<file path="config.mk">
export PLATFORM = sky130hd
export DESIGN_NAME = flash_host_ctrl
export DESIGN_NICKNAME = d
export VERILOG_FILES = /design/src/flash_host_pkg.sv /design/src/pin_sync_if.sv /design/src/flash_host_ctrl.sv /design/src/pin_sync.sv
export SDC_FILE = /design/constraint.sdc
export NUM_CORES = 1
export LEC_CHECK = 0
export BUFFER_PORTS_ARGS = -buffer_cell sky130_fd_sc_hd__buf_2
export CAP_MARGIN = 30
export CELL_PAD_IN_SITES_DETAIL_PLACEMENT = 1
export CELL_PAD_IN_SITES_GLOBAL_PLACEMENT = 1
export CORE_MARGIN = 2
export CORE_UTILIZATION = 46
export CTS_BUF_LIST = sky130_fd_sc_hd__clkbuf_16
export DETAILED_ROUTE_END_ITERATION = 8
export HOLD_SLACK_MARGIN = 0.08
export PLACE_DENSITY_LB_ADDON = 0.25
export SYNTH_ARGS = -nofsm -noshare
export SYNTH_HDL_FRONTEND = slang
export SYNTH_SLANG_ARGS = --single-unit
</file>
<file path="constraint.sdc">
create_clock -name clk_in -period 4.56 [get_ports clk_in]
set_clock_uncertainty 0.05 [all_clocks]
set_input_delay 0 -clock clk_in [delete_from_list [all_inputs] [get_ports clk_in]]
set_output_delay 0 -clock clk_in [all_outputs]
set_load 0.005 [all_outputs]
</file>
<file path="src/flash_host_pkg.sv">
// Constants of the flash host controller.
// Assumes a 25 MHz clock and a word-addressed Avalon-MM port.
package flash_host_pkg;
    localparam int CLK_PERIOD_NS = 40;
    localparam int ADDR_W        = 21;
    localparam int DATA_W        = 16;
    localparam int CNT_W         = 24;
    localparam int SYNC_LAT      = 4;
    // Pin timing in nanoseconds; cycle counts derive from these.
    localparam int READ_ACCESS_TIME_NS        = 70;
    localparam int RESET_PULSE_MIN_WIDTH_NS   = 500;
    localparam int RESET_HIGH_TO_READ_TIME_NS = 50;
    localparam int WE_PULSE_NS                = 35;
    localparam int HV_SETUP_NS                = 4000;
    localparam int READY_EMBEDDED_NS          = 20000;
    localparam int READY_IDLE_NS              = 500;
    localparam int READ_CYC  = (READ_ACCESS_TIME_NS + CLK_PERIOD_NS - 1) / CLK_PERIOD_NS + SYNC_LAT;
    localparam int RST_CYC   = (RESET_PULSE_MIN_WIDTH_NS + CLK_PERIOD_NS - 1) / CLK_PERIOD_NS;
    localparam int RH_CYC    = (RESET_HIGH_TO_READ_TIME_NS + CLK_PERIOD_NS - 1) / CLK_PERIOD_NS;
    localparam int WE_CYC    = (WE_PULSE_NS + CLK_PERIOD_NS - 1) / CLK_PERIOD_NS;
    localparam int HV_CYC    = (HV_SETUP_NS + CLK_PERIOD_NS - 1) / CLK_PERIOD_NS;
    localparam int RDY_E_CYC = READY_EMBEDDED_NS / CLK_PERIOD_NS;
    localparam int RDY_I_CYC = READY_IDLE_NS / CLK_PERIOD_NS;
    // Register word indices on the Avalon port.
    localparam logic [2:0] REG_CTRL   = 3'h0;
    localparam logic [2:0] REG_ADDR   = 3'h1;
    localparam logic [2:0] REG_WDATA  = 3'h2;
    localparam logic [2:0] REG_RDATA  = 3'h3;
    localparam logic [2:0] REG_STATUS = 3'h4;
    // Control register fields.
    localparam int CTRL_START    = 0;
    localparam int CTRL_OP_LO    = 1;
    localparam int CTRL_STBY_CE  = 4;
    localparam int CTRL_STBY_RST = 5;
    localparam int CTRL_WP_HIGH  = 6;
    localparam int CTRL_RST_HV   = 7;
    // Status register fields; sticky ones clear on a written one.
    localparam int ST_BUSY      = 0;
    localparam int ST_PROTECTED = 1;
    localparam int ST_ABORTED   = 2;
    localparam int ST_READY     = 3;
    localparam int ST_TIMEOUT   = 4;
    localparam int ST_UNADVISED = 5;
    // Operation codes written into the control register.
    localparam logic [2:0] OP_READ    = 3'h0;
    localparam logic [2:0] OP_WRITE   = 3'h1;
    localparam logic [2:0] OP_ID      = 3'h2;
    localparam logic [2:0] OP_VERIFY  = 3'h3;
    localparam logic [2:0] OP_PROTECT = 3'h4;
    localparam logic [2:0] OP_UNPROT  = 3'h5;
    localparam logic [2:0] OP_RESET   = 3'h6;
    // Address and data bit positions of the special modes.
    localparam int ADDR_BIT_NINE = 9;
    localparam int ADDR_BIT_SIX  = 6;
    localparam int ADDR_BIT_ONE  = 1;
    localparam int ADDR_BIT_ZERO = 0;
    localparam int DATA_BIT_ZERO = 0;
    typedef enum logic [2:0] {
        ST_IDLE, ST_SETUP, ST_ACTIVE, ST_RECOVER, ST_RST_LOW, ST_RST_WAIT
    } state_t;
endpackage

</file>
<file path="src/pin_sync_if.sv">
// Carries raw pin levels into the filter and cleaned levels back out.
// Assumes both ends run on the controller clock.
`timescale 1ns/1ps
interface pin_sync_if #(parameter int W = 17);
    logic [W-1:0] raw;
    logic [W-1:0] clean;
    modport filt (input raw, output clean);
    modport user (output raw, input clean);
endinterface

</file>
<file path="src/flash_host_ctrl.sv">
// Host-side controller for a parallel NOR flash, ordered over Avalon-MM.
// Assumes the board makes the high voltage from the flags.
//
// Implementation choices: the address map and the Avalon-MM register port.
`timescale 1ns/1ps
// Overview of operation
// RULE1 - Select, reset high: standby
// RULE2 - Reset standby exits at once
// RULE3 - Standby floats outputs
// RULE4 - Stable address: low power
// RULE5 - Output enable high floats data
// RULE6 - Reset aborts, ignores cycles
// RULE7 - Reset restores array read
// RULE8 - Host restarts aborted work
// RULE9 - Busy reset holds ready low
// RULE10 - Idle reset ends sooner
// RULE11 - Protected group refuses writes
// RULE12 - Protect: high voltage pulse
// RULE13 - High-voltage reset also protects
// RULE14 - Verify read shows protection
// RULE15 - Identity read shows protection
// RULE16 - Unprotect: high voltage pulse
// RULE17 - Protect all before unprotect
// RULE18 - Unprotected groups read zero
// RULE19 - High-voltage reset lifts protection
// RULE20 - Write-protect low locks boot
// RULE21 - Write-protect high: stored state
// RULE22 - Address zero picks identity code
// RULE23 - Bad sequence: array read
// RULE24 - High voltage as own flags
// RULE25 - Low power keeps data
module flash_host_ctrl #(
    parameter int PROT_PULSE_NS   = 100000,
    parameter int UNPROT_PULSE_NS = 100000000
) (
    input  wire logic                             clk_in,
    input  wire logic                             resetn_in,
    input  wire logic [2:0]                       avs_address_in,
    input  wire logic                             avs_read_in,
    input  wire logic                             avs_write_in,
    input  wire logic [31:0]                      avs_writedata_in,
    output logic      [31:0]                      avs_readdata_out,
    output logic                                  avs_waitrequest_out,
    output logic      [flash_host_pkg::ADDR_W-1:0] flash_addr_out,
    input  wire logic [flash_host_pkg::DATA_W-1:0] flash_data_in,
    output logic      [flash_host_pkg::DATA_W-1:0] flash_data_out,
    output logic                                  flash_data_oe_n_out,
    output logic                                  chip_select_n_out,
    output logic                                  output_enable_n_out,
    output logic                                  write_enable_n_out,
    output logic                                  reset_n_out,
    output logic                                  boot_write_protect_accel_out,
    output logic                                  addr_bit_nine_high_id_voltage_out,
    output logic                                  output_enable_high_id_voltage_out,
    output logic                                  reset_high_id_voltage_out,
    input  wire logic                             ready_busy_in
);
    localparam int DW = flash_host_pkg::DATA_W;
    localparam int AW = flash_host_pkg::ADDR_W;
    localparam int CW = flash_host_pkg::CNT_W;
    localparam int PROT_CYC   = (PROT_PULSE_NS + flash_host_pkg::CLK_PERIOD_NS - 1) / flash_host_pkg::CLK_PERIOD_NS;
    localparam int UNPROT_CYC = (UNPROT_PULSE_NS + flash_host_pkg::CLK_PERIOD_NS - 1) / flash_host_pkg::CLK_PERIOD_NS;

    flash_host_pkg::state_t state_r, state_nxt;
    logic [CW-1:0] cnt_r, cnt_nxt;
    logic [2:0]    op_r, op_nxt;
    logic [AW-1:0] addr_r, addr_nxt, pa_r, pa_nxt;
    logic [DW-1:0] wdata_r, wdata_nxt, rdata_r, rdata_nxt, pd_r, pd_nxt;
    logic          stby_ce_r, stby_ce_nxt, stby_rst_r, stby_rst_nxt;
    logic          wp_r, wp_nxt, rst_hv_r, rst_hv_nxt;
    logic          prot_r, prot_nxt, abort_r, abort_nxt, tmo_r, tmo_nxt;
    logic          warn_r, warn_nxt, seen_r, seen_nxt, emb_r, emb_nxt;
    logic          ack_r, ack_nxt;
    logic [31:0]   rd_r, rd_nxt;
    logic          ce_n_r, ce_n_nxt, oe_n_r, oe_n_nxt, we_n_r, we_n_nxt;
    logic          rst_n_r, rst_n_nxt, a9hv_r, a9hv_nxt, oehv_r, oehv_nxt;
    logic          rsthv_r, rsthv_nxt, doe_n_r, doe_n_nxt;
    logic          wr_go, rb_sync, hv, is_rd, is_prog;
    logic [DW-1:0] din_sync;
    logic [CW-1:0] lim;

    pin_sync_if #(.W(DW + 1)) pins ();

    // Pin inputs pass the filter first.
    assign pins.raw = {ready_busy_in, flash_data_in};
    assign rb_sync  = pins.clean[DW];
    assign din_sync = pins.clean[DW-1:0];

    pin_sync #(.W(DW + 1)) u_sync (
        .clk_in    (clk_in),
        .resetn_in (resetn_in),
        .sig       (pins)
    );

    // One wait state per access keeps decode simple; a request takes effect when waitrequest is low.
    assign avs_waitrequest_out = (avs_read_in | avs_write_in) & ~ack_r;
    assign avs_readdata_out    = rd_r;
    assign wr_go               = avs_write_in & ack_r;

    // Pin levels come straight from flip-flops to avoid strobe glitches.
    assign flash_addr_out                    = pa_r;
    assign flash_data_out                    = pd_r;
    assign flash_data_oe_n_out               = doe_n_r;
    assign chip_select_n_out                 = ce_n_r;
    assign output_enable_n_out               = oe_n_r;
    assign write_enable_n_out                = we_n_r;
    assign reset_n_out                       = rst_n_r;
    assign boot_write_protect_accel_out      = wp_r;
    assign addr_bit_nine_high_id_voltage_out = a9hv_r;
    assign output_enable_high_id_voltage_out = oehv_r;
    assign reset_high_id_voltage_out         = rsthv_r;

    // Next values of every register.
    always_comb begin
        state_nxt = state_r;   cnt_nxt = cnt_r;     op_nxt = op_r;
        addr_nxt = addr_r;     wdata_nxt = wdata_r; rdata_nxt = rdata_r;
        stby_ce_nxt = stby_ce_r;  stby_rst_nxt = stby_rst_r;
        wp_nxt = wp_r;         rst_hv_nxt = rst_hv_r;
        prot_nxt = prot_r;     abort_nxt = abort_r; tmo_nxt = tmo_r;
        warn_nxt = warn_r;     seen_nxt = seen_r;   emb_nxt = emb_r;
        rd_nxt = rd_r;
        ack_nxt = (avs_read_in | avs_write_in) & ~ack_r;
        lim = emb_r ? CW'(flash_host_pkg::RDY_E_CYC) : CW'(flash_host_pkg::RDY_I_CYC);

        // Register reads; unmapped words read as zero.
        if (ack_nxt && avs_read_in) begin
            if (avs_address_in == flash_host_pkg::REG_CTRL) begin
                rd_nxt = {24'h0, rst_hv_r, wp_r, stby_rst_r, stby_ce_r, op_r, 1'b0};
            end else if (avs_address_in == flash_host_pkg::REG_ADDR) begin
                rd_nxt = 32'(addr_r);
            end else if (avs_address_in == flash_host_pkg::REG_WDATA) begin
                rd_nxt = 32'(wdata_r);
            end else if (avs_address_in == flash_host_pkg::REG_RDATA) begin
                rd_nxt = 32'(rdata_r);
            end else if (avs_address_in == flash_host_pkg::REG_STATUS) begin
                rd_nxt = {26'h0, warn_r, tmo_r, rb_sync, abort_r, prot_r, state_r != flash_host_pkg::ST_IDLE};
            end else begin
                rd_nxt = 32'h0;
            end
        end

        // Register writes; operand writes are ignored while an operation runs.
        if (wr_go) begin
            if (avs_address_in == flash_host_pkg::REG_CTRL) begin
                stby_ce_nxt  = avs_writedata_in[flash_host_pkg::CTRL_STBY_CE];
                stby_rst_nxt = avs_writedata_in[flash_host_pkg::CTRL_STBY_RST];
                // RULE20 RULE21 RULE11 write-protect level
                wp_nxt       = avs_writedata_in[flash_host_pkg::CTRL_WP_HIGH];
                rst_hv_nxt   = avs_writedata_in[flash_host_pkg::CTRL_RST_HV];
                if (state_r == flash_host_pkg::ST_IDLE) begin
                    op_nxt = avs_writedata_in[flash_host_pkg::CTRL_OP_LO +: 3];
                end
            end else if (avs_address_in == flash_host_pkg::REG_ADDR && state_r == flash_host_pkg::ST_IDLE) begin
                addr_nxt = avs_writedata_in[AW-1:0];
            end else if (avs_address_in == flash_host_pkg::REG_WDATA && state_r == flash_host_pkg::ST_IDLE) begin
                wdata_nxt = avs_writedata_in[DW-1:0];
            end else if (avs_address_in == flash_host_pkg::REG_STATUS) begin
                abort_nxt = abort_r & ~avs_writedata_in[flash_host_pkg::ST_ABORTED];
                tmo_nxt   = tmo_r & ~avs_writedata_in[flash_host_pkg::ST_TIMEOUT];
                warn_nxt  = warn_r & ~avs_writedata_in[flash_host_pkg::ST_UNADVISED];
            end
        end

        hv      = (op_r == flash_host_pkg::OP_ID) || (op_r == flash_host_pkg::OP_VERIFY)
                  || (((op_r == flash_host_pkg::OP_PROTECT) || (op_r == flash_host_pkg::OP_UNPROT)) && !rst_hv_r);
        is_rd   = (op_r == flash_host_pkg::OP_READ) || (op_r == flash_host_pkg::OP_ID)
                  || (op_r == flash_host_pkg::OP_VERIFY);
        is_prog = (op_r == flash_host_pkg::OP_PROTECT) || (op_r == flash_host_pkg::OP_UNPROT);

        // Timed phases count down and move on at zero; recover lasts one cycle, and reset wait also ends on ready.
        case (state_r)
            flash_host_pkg::ST_IDLE: begin
                if (wr_go && avs_address_in == flash_host_pkg::REG_CTRL
                    && avs_writedata_in[flash_host_pkg::CTRL_START]) begin
                    if (op_nxt == flash_host_pkg::OP_RESET) begin
                        state_nxt = flash_host_pkg::ST_RST_LOW;
                        cnt_nxt   = CW'(flash_host_pkg::RST_CYC - 1);
                        // RULE7 RULE9 longer busy wait
                        emb_nxt   = ~rb_sync;
                        // RULE8 flag aborted operation
                        if (!rb_sync) begin
                            abort_nxt = 1'b1;
                        end
                    end else begin
                        // RULE2 no recovery wait
                        state_nxt = flash_host_pkg::ST_SETUP;
                        cnt_nxt   = '0;
                        if (op_nxt == flash_host_pkg::OP_ID || op_nxt == flash_host_pkg::OP_VERIFY
                            || ((op_nxt == flash_host_pkg::OP_PROTECT || op_nxt == flash_host_pkg::OP_UNPROT)
                                && !rst_hv_nxt)) begin
                            cnt_nxt = CW'(flash_host_pkg::HV_CYC - 1);
                        end
                        // RULE17 warn on unprotect without protect
                        if (op_nxt == flash_host_pkg::OP_PROTECT) begin
                            seen_nxt = 1'b1;
                        end else if (op_nxt == flash_host_pkg::OP_UNPROT) begin
                            warn_nxt = warn_nxt | ~seen_r;
                            seen_nxt = 1'b0;
                        end
                    end
                end
            end
            flash_host_pkg::ST_SETUP: begin
                if (cnt_r == '0) begin
                    state_nxt = flash_host_pkg::ST_ACTIVE;
                    if (is_rd) begin
                        cnt_nxt = CW'(flash_host_pkg::READ_CYC - 1);
                    end else if (is_prog && !rst_hv_r) begin
                        // RULE12 protect pulse length
                        cnt_nxt = (op_r == flash_host_pkg::OP_PROTECT) ? CW'(PROT_CYC - 1) : CW'(UNPROT_CYC - 1);
                    end else begin
                        // RULE13 ordinary write timing
                        cnt_nxt = CW'(flash_host_pkg::WE_CYC - 1);
                    end
                end else begin
                    cnt_nxt = cnt_r - 1'b1;
                end
            end
            flash_host_pkg::ST_ACTIVE: begin
                if (cnt_r == '0) begin
                    state_nxt = flash_host_pkg::ST_RECOVER;
                    if (is_rd) begin
                        rdata_nxt = din_sync;
                    end
                    // RULE14 RULE15 RULE18 protection bit
                    if (op_r == flash_host_pkg::OP_VERIFY
                        || (op_r == flash_host_pkg::OP_READ && addr_r[flash_host_pkg::ADDR_BIT_ONE])) begin
                        prot_nxt = din_sync[flash_host_pkg::DATA_BIT_ZERO];
                    end
                end else begin
                    cnt_nxt = cnt_r - 1'b1;
                end
            end
            flash_host_pkg::ST_RECOVER: begin
                state_nxt = flash_host_pkg::ST_IDLE;
            end
            flash_host_pkg::ST_RST_LOW: begin
                // RULE6 hold reset minimum width
                if (cnt_r == '0) begin
                    state_nxt = flash_host_pkg::ST_RST_WAIT;
                    cnt_nxt   = lim - 1'b1;
                end else begin
                    cnt_nxt = cnt_r - 1'b1;
                end
            end
            flash_host_pkg::ST_RST_WAIT: begin
                // RULE10 bounded ready wait
                if (rb_sync && (lim - cnt_r) > CW'(flash_host_pkg::RH_CYC)) begin
                    state_nxt = flash_host_pkg::ST_IDLE;
                end else if (cnt_r == '0) begin
                    state_nxt = flash_host_pkg::ST_IDLE;
                    tmo_nxt   = 1'b1;
                end else begin
                    cnt_nxt = cnt_r - 1'b1;
                end
            end
            // RULE23 stray state idles
            default: begin
                state_nxt = flash_host_pkg::ST_IDLE;
            end
        endcase

        // RULE3 RULE4 RULE5 RULE25 stable address, released data
        ce_n_nxt = 1'b0;   oe_n_nxt = 1'b1;  we_n_nxt = 1'b1;  doe_n_nxt = 1'b1;
        rst_n_nxt = 1'b1;  a9hv_nxt = 1'b0;  oehv_nxt = 1'b0;
        // RULE19 high-voltage reset level
        rsthv_nxt = rst_hv_nxt;
        pa_nxt = addr_r;   pd_nxt = wdata_r;
        if (state_nxt == flash_host_pkg::ST_IDLE) begin
            // RULE1 select high for standby
            ce_n_nxt  = stby_ce_nxt;
            rst_n_nxt = ~stby_rst_nxt;
            rsthv_nxt = rst_hv_nxt & ~stby_rst_nxt;
        end else if (state_nxt == flash_host_pkg::ST_RST_LOW) begin
            ce_n_nxt  = 1'b1;
            rst_n_nxt = 1'b0;
            rsthv_nxt = 1'b0;
        end else if (state_nxt == flash_host_pkg::ST_RST_WAIT) begin
            ce_n_nxt = 1'b1;
        end else begin
            // RULE24 separate high-voltage flags
            a9hv_nxt = hv;
            oehv_nxt = hv && is_prog;
            if (is_rd) begin
                oe_n_nxt = (state_nxt != flash_host_pkg::ST_ACTIVE);
            end else begin
                we_n_nxt  = (state_nxt != flash_host_pkg::ST_ACTIVE);
                doe_n_nxt = (op_r != flash_host_pkg::OP_WRITE);
            end
            if (op_r == flash_host_pkg::OP_ID) begin
                // RULE22 identification address pattern
                pa_nxt[flash_host_pkg::ADDR_BIT_SIX] = 1'b0;
                pa_nxt[flash_host_pkg::ADDR_BIT_ONE] = 1'b0;
            end else if (op_r == flash_host_pkg::OP_VERIFY || op_r == flash_host_pkg::OP_PROTECT) begin
                pa_nxt[flash_host_pkg::ADDR_BIT_SIX]  = 1'b0;
                pa_nxt[flash_host_pkg::ADDR_BIT_ONE]  = 1'b1;
                pa_nxt[flash_host_pkg::ADDR_BIT_ZERO] = 1'b0;
            end else if (op_r == flash_host_pkg::OP_UNPROT) begin
                // RULE16 unprotect address pattern
                pa_nxt[flash_host_pkg::ADDR_BIT_SIX]  = 1'b1;
                pa_nxt[flash_host_pkg::ADDR_BIT_ONE]  = 1'b1;
                pa_nxt[flash_host_pkg::ADDR_BIT_ZERO] = 1'b0;
            end
        end
    end

    // Registers only; the flash sees reset low until the first edge.
    always_ff @(posedge clk_in or negedge resetn_in) begin
        if (!resetn_in) begin
            state_r <= flash_host_pkg::ST_IDLE;
            cnt_r <= '0;       op_r <= flash_host_pkg::OP_READ;
            addr_r <= '0;      wdata_r <= '0;     rdata_r <= '0;
            stby_ce_r <= 1'b0; stby_rst_r <= 1'b0; wp_r <= 1'b1;  rst_hv_r <= 1'b0;
            prot_r <= 1'b0;    abort_r <= 1'b0;   tmo_r <= 1'b0;
            warn_r <= 1'b0;    seen_r <= 1'b0;    emb_r <= 1'b0;
            ack_r <= 1'b0;     rd_r <= '0;
            ce_n_r <= 1'b1;    oe_n_r <= 1'b1;    we_n_r <= 1'b1;  rst_n_r <= 1'b0;
            a9hv_r <= 1'b0;    oehv_r <= 1'b0;    rsthv_r <= 1'b0; doe_n_r <= 1'b1;
            pa_r <= '0;        pd_r <= '0;
        end else begin
            state_r <= state_nxt;
            cnt_r <= cnt_nxt;     op_r <= op_nxt;
            addr_r <= addr_nxt;   wdata_r <= wdata_nxt; rdata_r <= rdata_nxt;
            stby_ce_r <= stby_ce_nxt; stby_rst_r <= stby_rst_nxt;
            wp_r <= wp_nxt;       rst_hv_r <= rst_hv_nxt;
            prot_r <= prot_nxt;   abort_r <= abort_nxt; tmo_r <= tmo_nxt;
            warn_r <= warn_nxt;   seen_r <= seen_nxt;   emb_r <= emb_nxt;
            ack_r <= ack_nxt;     rd_r <= rd_nxt;
            ce_n_r <= ce_n_nxt;   oe_n_r <= oe_n_nxt;   we_n_r <= we_n_nxt; rst_n_r <= rst_n_nxt;
            a9hv_r <= a9hv_nxt;   oehv_r <= oehv_nxt;   rsthv_r <= rsthv_nxt; doe_n_r <= doe_n_nxt;
            pa_r <= pa_nxt;       pd_r <= pd_nxt;
        end
    end
endmodule

</file>
<file path="src/pin_sync.sv">
// Three-stage input filter for pins that change outside the clock domain.
// Assumes asynchronous inputs; a change counts once stages two and three agree.
`timescale 1ns/1ps
module pin_sync #(
    parameter int W = 17
) (
    input  wire logic clk_in,
    input  wire logic resetn_in,
    pin_sync_if.filt  sig
);
    logic [W-1:0] s1_r, s2_r, s3_r, clean_r;
    logic [W-1:0] clean_nxt;

    assign sig.clean = clean_r;

    // Per bit, the cleaned level only follows when the two later stages match.
    genvar i;
    generate
        for (i = 0; i < W; i++) begin : g_bit
            always_comb begin
                clean_nxt[i] = (s2_r[i] == s3_r[i]) ? s3_r[i] : clean_r[i];
            end
        end
    endgenerate

    // The first stage feeds only the second, to contain metastability.
    always_ff @(posedge clk_in or negedge resetn_in) begin
        if (!resetn_in) begin
            s1_r    <= '0;
            s2_r    <= '0;
            s3_r    <= '0;
            clean_r <= '0;
        end else begin
            s1_r    <= sig.raw;
            s2_r    <= s1_r;
            s3_r    <= s2_r;
            clean_r <= clean_nxt;
        end
    end
endmodule

</file>
==> flow_summary_export.csv, run 1 <==
group,metric,value,unit
timing,finalHoldViolCount,0,
clocking,clk_pin_slew_worst_paths,0.06,ns
yosys,synth-compound-area-share,14.9,%
yosys,synthXorXnorAreaFrac,0.523,%
clocking,clock_sinks,228,
yosys,synth-simple-area-share,12.4,%
die,die_w,152,um
critical_path,critical_path.max_fanout,7,
run_status,status,"completed",
yosys,synth_top_family_by_area,"compound AO/OA/AOI/OAI gates",
run,drv_cap,0,
die,rows,54,
global_route,grt_pass1_vias,8584,
timing,setup_violations,0,
timing,min_period_over_period,89.3,%
critical_path,startpoint_type,"flop",
global_route,gr-total-overflow,0,
yosys,ys_warn_count,0,
place,post-place-ws,0.537,ns
route,drt-total-wl,30.4,mm
yosys,synth-seq-cells,228,
clocking,insertion_delay,0.54,ns
hold_path,hold_class,"in -> reg",
place,gp_congestion,0.895,
place,dp_hpwl,19.2,mm
cells_and_area,antenna_cells,0,
clocking,cts-root-buf,"clkbuf_16",
yosys,yosysSeqAreaShare,56.8,%
yosys,synthArstFlopShare,100,%
yosys,synth_edf_count,0,
timing,tns,0,ns
clocking,htreeDepth,1,
cells_and_area,final_util,57.4,%
die,dieArea,0.0231,sq mm
yosys,syn_area,0.0101,sq mm
timing,layout_setup_ws,0.490,ns
route,routed_via_density,5.71,
place,placedCellCount,1273,
route,first_pass_iters,4,
die,core,0.0216,sq mm
cells_and_area,final_cell_area,0.0124,sq mm
critical_path,worstSetupEndpointType,"flop",
cells_and_area,drive_gt1_share,24.4,%
critical_path,arrival,4.43,ns
die,die_h,152,um
yosys,syn_avg_cell_area,11.2,sq um
global_route,grt_start_max_net_pins,147,
global_route,grt_pass1_wl,48.5,mm
global_route,antenna_found_initial,0,
clocking,cts_buffer_depth,3,
timing,post-route-min-period,4.07,ns
cells_and_area,mostFrequentLayoutCell,"dfrtp_1",
clocking,tritoncts,"done",
die,initial_core_util,46.5,%
hold_path,min_delay_path_depth,2,
timing,clock.fmax,0.246,GHz
cells_and_area,area_delta_synth_final,23.4,%
die,io_pins,135,
place,place_area,0.0110,sq mm
critical_path,r2r_cells,11,
yosys,synth_ff_type,"dfrtp_1",
timing,worst_pin_slew,1.06,ns
timing,slew_viol_final,0,
yosys,synth.area.mux_share,9.33,%
yosys,synthAdderAreaFrac,2.69,%
yosys,syn-instance-count,897,
global_route,grtUsageTotal,26.1,%
yosys,synth_cell_types,82,
pwr,p_leak,5.79,nW
timing,slew_headroom,29.6,%
clocking,cts_buffers,25,
cells_and_area,nFillCells,2307,
route,ant_nets,0,
cells_and_area,final_cell_mix,"dfrtp_1, buf_2, o21ai_0",
cells_and_area,fin_cells,1381,
route,drtIter0Drc,421,
route,via_count,7888,
cells_and_area,final_nets,1147,
place,portBuffers,112,
route,avgRoutedWirePerCell,22.0,um
pwr,ir_drop,0.370,mV
critical_path,critical_path_class,"reg -> reg",
pwr,power_density,348,mW/mm^2
timing,rsz0062_at_grt,"no",
route,drc,0,
critical_path,crit_required,4.92,ns
-- final cells by class --
| type | count | area, sq um | area share (%) |
|---|---|---|---|
| clock buffer | 25 | 626 | 5.04 |
| clock inverter | 20 | 159 | 1.28 |
| inverter | 22 | 82.6 | 0.666 |
| multi-input combinational | 604 | 4050 | 32.7 |
| sequential | 228 | 5710 | 46.0 |
| tap | 280 | 350 | 2.82 |
| timing repair buffer | 202 | 1420 | 11.5 |
-- Yosys cell counts (all sizes together), types with 9 or more instances --
master / n / area share, %
a22oi: 11 / 0.82
nor2b: 9 / 0.56
inv: 21 / 0.78
o21ai: 99 / 5.0
o31ai: 11 / 0.96
nand2b: 10 / 0.62
dfrtp: 223 / 55
maj3: 17 / 1.7
a21oi: 38 / 1.9
buf: 18 / 1.2
nor4: 10 / 0.75
mux2: 66 / 7.4
nand3: 21 / 1.2
mux2i: 15 / 1.5
or3: 9 / 0.56
nor2: 49 / 1.8
nor3: 15 / 0.80
clkbuf: 35 / 1.3
nand2: 87 / 3.3
or2: 9 / 0.56
-- worst max-delay path, cell delays in order, from the launching register on --
cell      delay (ns)
dfrtp_1         0.50
inv_1           0.13
ha_1            0.37
or3_1           0.13
o21ai_0         0.07
a2111o_1        0.50
a211oi_1        0.35
mux2i_1         0.46
o21ai_0         0.33
o31ai_4         0.43
nand2_2         0.21
o41ai_1         0.41
-- what timing repair did --
| action | 4_1_cts | 5_1_grt |
|---|---|---|
| resized for setup | 0 | 0 |
| setup buffers | 0 | 0 |
| hold buffers | 63 | 0 |
| endpoints found under the hold margin | 224 | 0 |
-- flip-flops by register name, summed over array words and instances, names as in the netlist, 3 cells and up --
| register | cells |
|---|---|
| u_sync.sig.clean | 17 |
| rdata_r | 16 |
| flash_addr_out | 21 |
| u_sync.s3_r | 17 |
| flash_data_out | 16 |
| addr_r | 21 |
| state_r | 3 |
| avs_readdata_out | 21 |
| u_sync.s2_r | 17 |
| pd_nxt | 16 |
| op_r | 3 |
| cnt_r | 24 |
| u_sync.s1_r | 17 |
-- path summary, 6_finish.rpt --
path	from	to	slack, ns
worst max-delay path	emb_r	cnt_r[18]	0.49
worst min register to register	u_sync.s1_r[4]	u_sync.s2_r[4]	0.29
max in group asynchronous	resetn_in	cnt_r[16]	3.05
worst max register to register	emb_r	cnt_r[18]	0.49
worst min-delay path	flash_data_in[13]	u_sync.s1_r[13]	0.09
min in group asynchronous	resetn_in	pd_nxt[8]	0.19
-- routing by layer --
metal | GRT usage, % | routed length, um | up-vias
li1 | - | - | 3602
met1 | 34.6 | 12900 | 4040
met2 | 45.7 | 15500 | 200
met3 | 3.19 | 1240 | 46
met4 | 6.76 | 729 | 0
met5 | 0 | 0 | -
-- through the flow --
step / power (W) / hold slack, ns
floorplan: 0.00222 / -0.346
global placement: 0.00232 / 0.0583
detailed placement: 0.00234 / 0.0599
CTS: 0.00432 / 0.0833
global route: 0.00445 / 0.0894
finish: 0.00432 / 0.0854
-- logic make-up after synthesis --
kind of cell               Yosys count
other                                1
DFF                                228
adders and majority gates           25
xor gates and xnor gates             6
buffers and inverters               75
AOI/OAI and AO/OA                  233
muxes                               83
and+or+nand+nor                    246
-- where the power goes --
part           total [W]  internal (W)  switching, W
Clock            0.00197       0.00111      0.000851
Sequential       0.00212       0.00208     0.0000411
Combinational   0.000230      0.000101      0.000128
Total            0.00432       0.00330       0.00102
Note: power is estimated with default switching activity, not from simulation.
==> run 2, diff against run 1 <==
--- a/config.mk
+++ b/config.mk
@@ -17,4 +17,5 @@
 export PLACE_DENSITY_LB_ADDON = 0.25
 export SYNTH_ARGS = -nofsm -noshare
 export SYNTH_HDL_FRONTEND = slang
+export SYNTH_HIERARCHICAL = 1
 export SYNTH_SLANG_ARGS = --single-unit
==> flow_summary_export.csv, run 2 <==
group,metric,value,unit
run_status,status,"completed",
die,die_w,152,um
yosys,yosys.area.top_type_share,55.3,%
clocking,htreeDepth,1,
cells_and_area,mostFrequentLayoutCell,"dfrtp_1",
clocking,cts_buffer_depth,3,
yosys,yosysSeqAreaShare,56.7,%
route,via_count,7793,
route,ant_nets,0,
cells_and_area,nFillCells,2232,
die,dieArea,0.0231,sq mm
yosys,synth_top_family_by_area,"compound AO/OA/AOI/OAI gates",
yosys,ys_warn_count,6,
pwr,ir_drop,0.332,mV
clocking,cts_buffers,24,
critical_path,arrival,4.30,ns
place,gp_congestion,0.877,
route,avgRoutedWirePerCell,22.7,um
cells_and_area,final_cell_mix,"dfrtp_1, buf_2, nand2_1",
place,dp_hpwl,19.3,mm
yosys,synthTopCellsByCount,"dfrtp_1, nand2_1, mux2_2",
yosys,synth_edf_count,0,
timing,slew_headroom,37.5,%
cells_and_area,largest_register_ffs,24,
critical_path,crit_required,4.87,ns
yosys,synthArstFlopShare,100,%
critical_path,rr_startpoint,"emb_r",
timing,setup_violations,0,
clocking,cts_setup_buffers,0,
clocking,tritoncts,"done",
hold_path,hold_class,"in -> reg",
yosys,synthAdderAreaFrac,2.89,%
clocking,ctsResizeCount,0,
yosys,synth-seq-cells,228,
die,core,0.0217,sq mm
run,drv_cap,0,
route,drt-total-wl,30.6,mm
global_route,grtUsageTotal,26.5,%
route,drtIter0Drc,404,
yosys,synth-simple-area-share,12.8,%
clocking,cts-root-buf,"clkbuf_16",
cells_and_area,drive_gt1_share,24.8,%
cells_and_area,area_delta_synth_final,21.4,%
timing,post-route-min-period,3.99,ns
pwr,power,0.00840,W
route,first_pass_iters,4,
clocking,cts_hold_buf,65,
critical_path,startpoint_type,"flop",
yosys,synth_ff_type,"dfrtp_1",
critical_path,critical_path_class,"reg -> reg",
hold_path,holdPathEnd,"u_sync/s1_r[0]",
global_route,antenna_found_initial,0,
cells_and_area,top_register,"cnt_r",
critical_path,crit_chain,"inv_1 > ha_1 > and3_1 > a22oi_1 > o21ai_1 > xor2_1 > nand4_1 > o41a_1 > nor2_2 > a41oi_1",
critical_path,worstSetupEndpointType,"flop",
critical_path,r2r_end,"cnt_r[0]",
global_route,grt_pass1_wl,48.7,mm
cells_and_area,antenna_cells,0,
die,initial_core_util,46.5,%
yosys,synth.area.mux_share,9.70,%
route,routed_via_density,5.78,
timing,tns,0,ns
critical_path,r2r_cells,10,
pwr,power_density,686,mW/mm^2
timing,min_period_over_period,87.5,%
timing,slew_viol_final,0,
timing,finalHoldViolCount,0,
yosys,synthTopCellsByArea,"dfrtp_1, mux2_2, nand2_1",
global_route,grt_pass1_vias,8510,
critical_path,critical_path.max_fanout,18,
global_route,grt_start_max_net_pins,136,
yosys,synthXorXnorAreaFrac,0.956,%
cells_and_area,multi_input_area,0.00406,sq mm
yosys,synth-compound-area-share,13.5,%
yosys,synth_cell_types,81,
die,rows,54,
critical_path,cp_slowest_cell,"o41a_1",
timing,rsz0062_at_grt,"no",
yosys,yosys.cell_count.top_type,"dfrtp_1",
die,die_h,152,um
cells_and_area,final_nets,1114,
timing,worst_pin_slew,0.936,ns
yosys,syn-instance-count,882,
hold_path,min_delay_path_depth,2,
clocking,insertion_delay,0.53,ns
yosys,yosysTopAreaCell,"dfrtp_1",
clocking,clock_sinks,228,
critical_path,rrSetupSlack,0.57,ns
place,portBuffers,112,
die,io_pins,135,
global_route,gr-total-overflow,0,
yosys,syn_area,0.0101,sq mm
critical_path,slowest_delay,0.77,ns
clocking,clk_pin_slew_worst_paths,0.07,ns
hold_path,worstHoldStart,"flash_data_in[0]",
route,drc,0,
cells_and_area,seq_area,0.00571,sq mm
yosys,syn_avg_cell_area,11.4,sq um
pwr,p_leak,5.75,nW
timing,clock.fmax,0.251,GHz
==> run 2: changes by cell type in the layout (fill, tap and decap cells not counted), sizes merged, moves of 6 or more <==
cell | before | now
a21oi | 38 | 27
buf | 139 | 122
nand2b | 10 | 4
nor3 | 15 | 21
o21ai | 99 | 77
or2 | 9 | 2
==> run 2: per-stage QoR <==
step           instances  hold slack (ns)  util (%)  worst slack (ns)  instance area [sq um]
2_1_floorplan        892           -0.346         -              1.36                  10100
3_3_place_gp        1237           0.0190      50.0             0.683                  10800
3_5_place_dp        1239           0.0200      50.1             0.608                  10900
4_1_cts             1348           0.0801      56.4             0.579                  12200
5_1_grt             1348           0.0803      56.4             0.262                  12200
6_report            1348           0.0878      56.4             0.571                  12200
==> run 2: how the worst max path moves through the flow <==
| stage | startpoint | end | slack, ns | depth (start not counted) |
|---|---|---|---|---|
| after floorplan | emb_r | cnt_r[14] | 1.36 | 12 |
| after CTS | emb_r | cnt_r[0] | 0.58 | 10 |
| final | emb_r | cnt_r[0] | 0.57 | 10 |
| after global routing | emb_r | cnt_r[0] | 0.26 | 9 |
| after global placement | emb_r | cnt_r[0] | 0.68 | 10 |
| after detailed placement | emb_r | cnt_r[0] | 0.61 | 10 |
==> run 2: final cells by class <==
cell class                      count  share of cell area (%)
Timing Repair Buffer              187                    10.8
Tap cell                          280                    2.86
Clock buffer                       24                    4.91
Clock inverter                     20                   0.930
Sequential cell                   228                    46.7
Multi-Input combinational cell    588                    33.2
Inverter                           21                   0.644
==> run 2: where the power goes <==
| group | leakage, nW | switching, W | internal [W] |
|---|---|---|---|
| Clock | 0.377 | 0.000836 | 0.000966 |
| Combinational | 2.50 | 0.00207 | 0.00136 |
| Sequential | 2.88 | 0.000588 | 0.00258 |
==> run 2: per-layer routing <==
layer	part of all wire [%]	up-vias	routed length, um	global-route usage, %
met4	3.1	0	953	8.19
met3	4.0	66	1230	3.79
met2	53	212	16100	48.2
met1	40	4010	12300	32.7
met5	0	-	0	0
li1	-	3505	-	-
==> run 2: logic make-up (layout without fill, tap and decap cells) <==
logic type / Yosys count / count (layout)
xor+xnor: 11 / 11
other cells: 1 / 11
mux: 87 / 87
flops: 228 / 228
fa+ha+maj: 25 / 25
compound gates: 203 / 203
buf+inv: 76 / 252
simple gates: 251 / 251
==> run 2: worst max-delay path, delay by kind of cell (launching register included) <==
kind                       cells  cell delay, ns
AOI/OAI and AO/OA              4            1.60
and+or+nand+nor                3            0.89
DFF                            1            0.60
adders and majority gates      1            0.38
xor gates and xnor gates       1            0.19
buffers and inverters          1            0.09
==> run 3, diff against run 2 <==
--- a/config.mk
+++ b/config.mk
@@ -15,6 +15,8 @@
 export DETAILED_ROUTE_END_ITERATION = 8
 export HOLD_SLACK_MARGIN = 0.08
 export PLACE_DENSITY_LB_ADDON = 0.25
+export RECOVER_POWER = 50
+export SLEW_MARGIN = 20
 export SYNTH_ARGS = -nofsm -noshare
 export SYNTH_HDL_FRONTEND = slang
 export SYNTH_HIERARCHICAL = 1
==> constraint.sdc (replaced) <==
create_clock -name clk_in -period 4.56 [get_ports clk_in]
set_clock_uncertainty 0.05 [all_clocks]
set_input_delay 0.456 -clock clk_in [delete_from_list [all_inputs] [get_ports clk_in]]
set_output_delay 0.456 -clock clk_in [all_outputs]
set_load 0.005 [all_outputs]
==> flow_summary_export.csv, run 3 (synthesis gave the netlist of run 2 again) <==
group,metric,value,unit
run_status,status,"finished, violations left",
run_status,violations,"max-capacitance violations, max-slew violations",
hold_path,worstHoldStart,"avs_writedata_in[19]",
global_route,gr-total-overflow,0,
route,drtIter0Drc,339,
global_route,grt_pass1_wl,44.8,mm
critical_path,critical_path.max_fanout,7,
place,place_area,0.0109,sq mm
pwr,power_density,700,mW/mm^2
die,io_pins,135,
clocking,cts_setup_buffers,0,
cells_and_area,final_util,54.1,%
critical_path,r2r_cells,10,
critical_path,worstSetupEndpointType,"flop",
global_route,grt_start_max_net_pins,128,
critical_path,startpoint_type,"flop",
hold_path,hold_class,"in -> reg",
clocking,clock_sinks,228,
clocking,tritoncts,"done",
place,portBuffers,112,
timing,worst_pin_slew,3.10,ns
cells_and_area,largest_register_ffs,24,
hold_path,min_delay_path_depth,2,
die,die_w,152,um
cells_and_area,final_cell_mix,"dfrtp_1, buf_2, nand2_1",
critical_path,crit_required,4.93,ns
clocking,clk_pin_slew_worst_paths,0.06,ns
timing,rsz0062_at_grt,"no",
timing,slew_viol_final,127,
place,placedCellCount,1242,
timing,tns,0,ns
clocking,cts_buffers,23,
die,core,0.0217,sq mm
timing,slew_headroom,-107,%
route,drc,0,
die,initial_core_util,46.5,%
timing,setup_violations,0,
cells_and_area,drive_gt1_share,22.7,%
global_route,grt_pass1_vias,7942,
critical_path,rr_startpoint,"cnt_r[0]",
die,rows,54,
clocking,cts_buffer_depth,3,
place,dp_hpwl,19.1,mm
global_route,grtUsageTotal,24.2,%
clocking,htreeDepth,1,
timing,clock.fmax,0.253,GHz
run,drv_cap,1,
die,die_h,152,um
pwr,power,0.00821,W
critical_path,critical_path_class,"reg -> reg",
route,avgRoutedWirePerCell,21.6,um
timing,min_period_over_period,86.7,%
timing,finalHoldViolCount,0,
cells_and_area,fin_cells,1302,
route,drt-total-wl,28.1,mm
critical_path,r2r_end,"reset_high_id_voltage_out",
critical_path,rrSetupSlack,0.61,ns
cells_and_area,final_cell_area,0.0117,sq mm
hold_path,holdPathEnd,"addr_r[19]",
critical_path,arrival,4.32,ns
place,gp_congestion,0.846,
cells_and_area,top_register,"cnt_r",
timing,post-route-min-period,3.95,ns
pwr,p_leak,5.47,nW
clocking,cts-root-buf,"clkbuf_16",
route,routed_via_density,5.73,
cells_and_area,mostFrequentLayoutCell,"dfrtp_1",
global_route,antenna_found_initial,1,
route,first_pass_iters,4,
clocking,insertion_delay,0.53,ns
cells_and_area,area_delta_synth_final,16.3,%
route,via_count,7464,
pwr,ir_drop,0.349,mV
cells_and_area,final_nets,1069,
die,dieArea,0.0231,sq mm
route,ant_nets,0,
run 3: cell types whose count changed in the layout (fill, tap and decap cells not counted), moves of 3 or more:
cell / change
buf_2: -16
inv_1: -3
dlygate4sd3_1: -47
clkbuf_1: +16
maj3_1: +17
clkinv_1: +3
buf_4: +3
maj3_2: -17
run 3: cell type report:
class                      count  area, sq um
fill                        2323         9960
sequential                   228         5710
multi-input combinational    588         4040
timing repair buffer         143          846
clock buffer                  23          576
tap                          280          350
clock inverter                18          125
inverter                      21         78.8
antenna                        1         2.50
run 3: worst max path at each step:
stage	from	to	slack (ns)	cells past startpoint
3_5_place_dp	cnt_r[0]	flash_data_oe_n_out	0.73	10
2_1_floorplan	emb_r	cnt_r[14]	1.36	12
3_3_place_gp	cnt_r[0]	flash_data_oe_n_out	0.81	10
4_1_cts	cnt_r[0]	flash_data_oe_n_out	0.67	10
5_1_grt	cnt_r[0]	flash_data_oe_n_out	0.39	10
6_report	cnt_r[0]	reset_high_id_voltage_out	0.61	10
run 3: through the flow:
step                      hold WS [ns]  setup slack [ns]
final                            0.107             0.608
after global routing             0.100             0.392
after CTS                       0.0930             0.669
after detailed placement         0.286             0.735
after global placement           0.282             0.809
after floorplan                  0.110              1.36
run 3: what timing repair did:
| item | CTS | global route |
|---|---|---|
| hold buffers | 18 | 0 |
| gates resized for setup | 0 | 0 |
| hold endpoints to repair | 140 | 0 |
run 3: per-layer routing:
metal / vias up / GRT usage [%] / wire (um)
met1: 3819 / 31.1 / 11900
met3: 49 / 3.22 / 1120
li1: 3416 / - / -
met4: 0 / 6.23 / 655
met2: 180 / 43.5 / 14500
met5: - / 0 / 0
run 3: critical path: stages (launching register included):
cell and delay [ns]:
dfrtp_1 0.48, inv_1 0.14, ha_1 0.30, nor3b_1 0.41
o211ai_1 0.18, a31oi_1 0.47, xnor2_1 0.18, nand4_1 0.29
nor4_1 0.73, nand2_1 0.27, a31oi_1 0.35
run 3: power breakdown:
group	internal (W)	leakage [nW]	switching (W)
Combinational	0.00130	2.24	0.00201
Clock	0.000980	0.359	0.000790
Sequential	0.00258	2.88	0.000557
Total	0.00486	5.47	0.00335
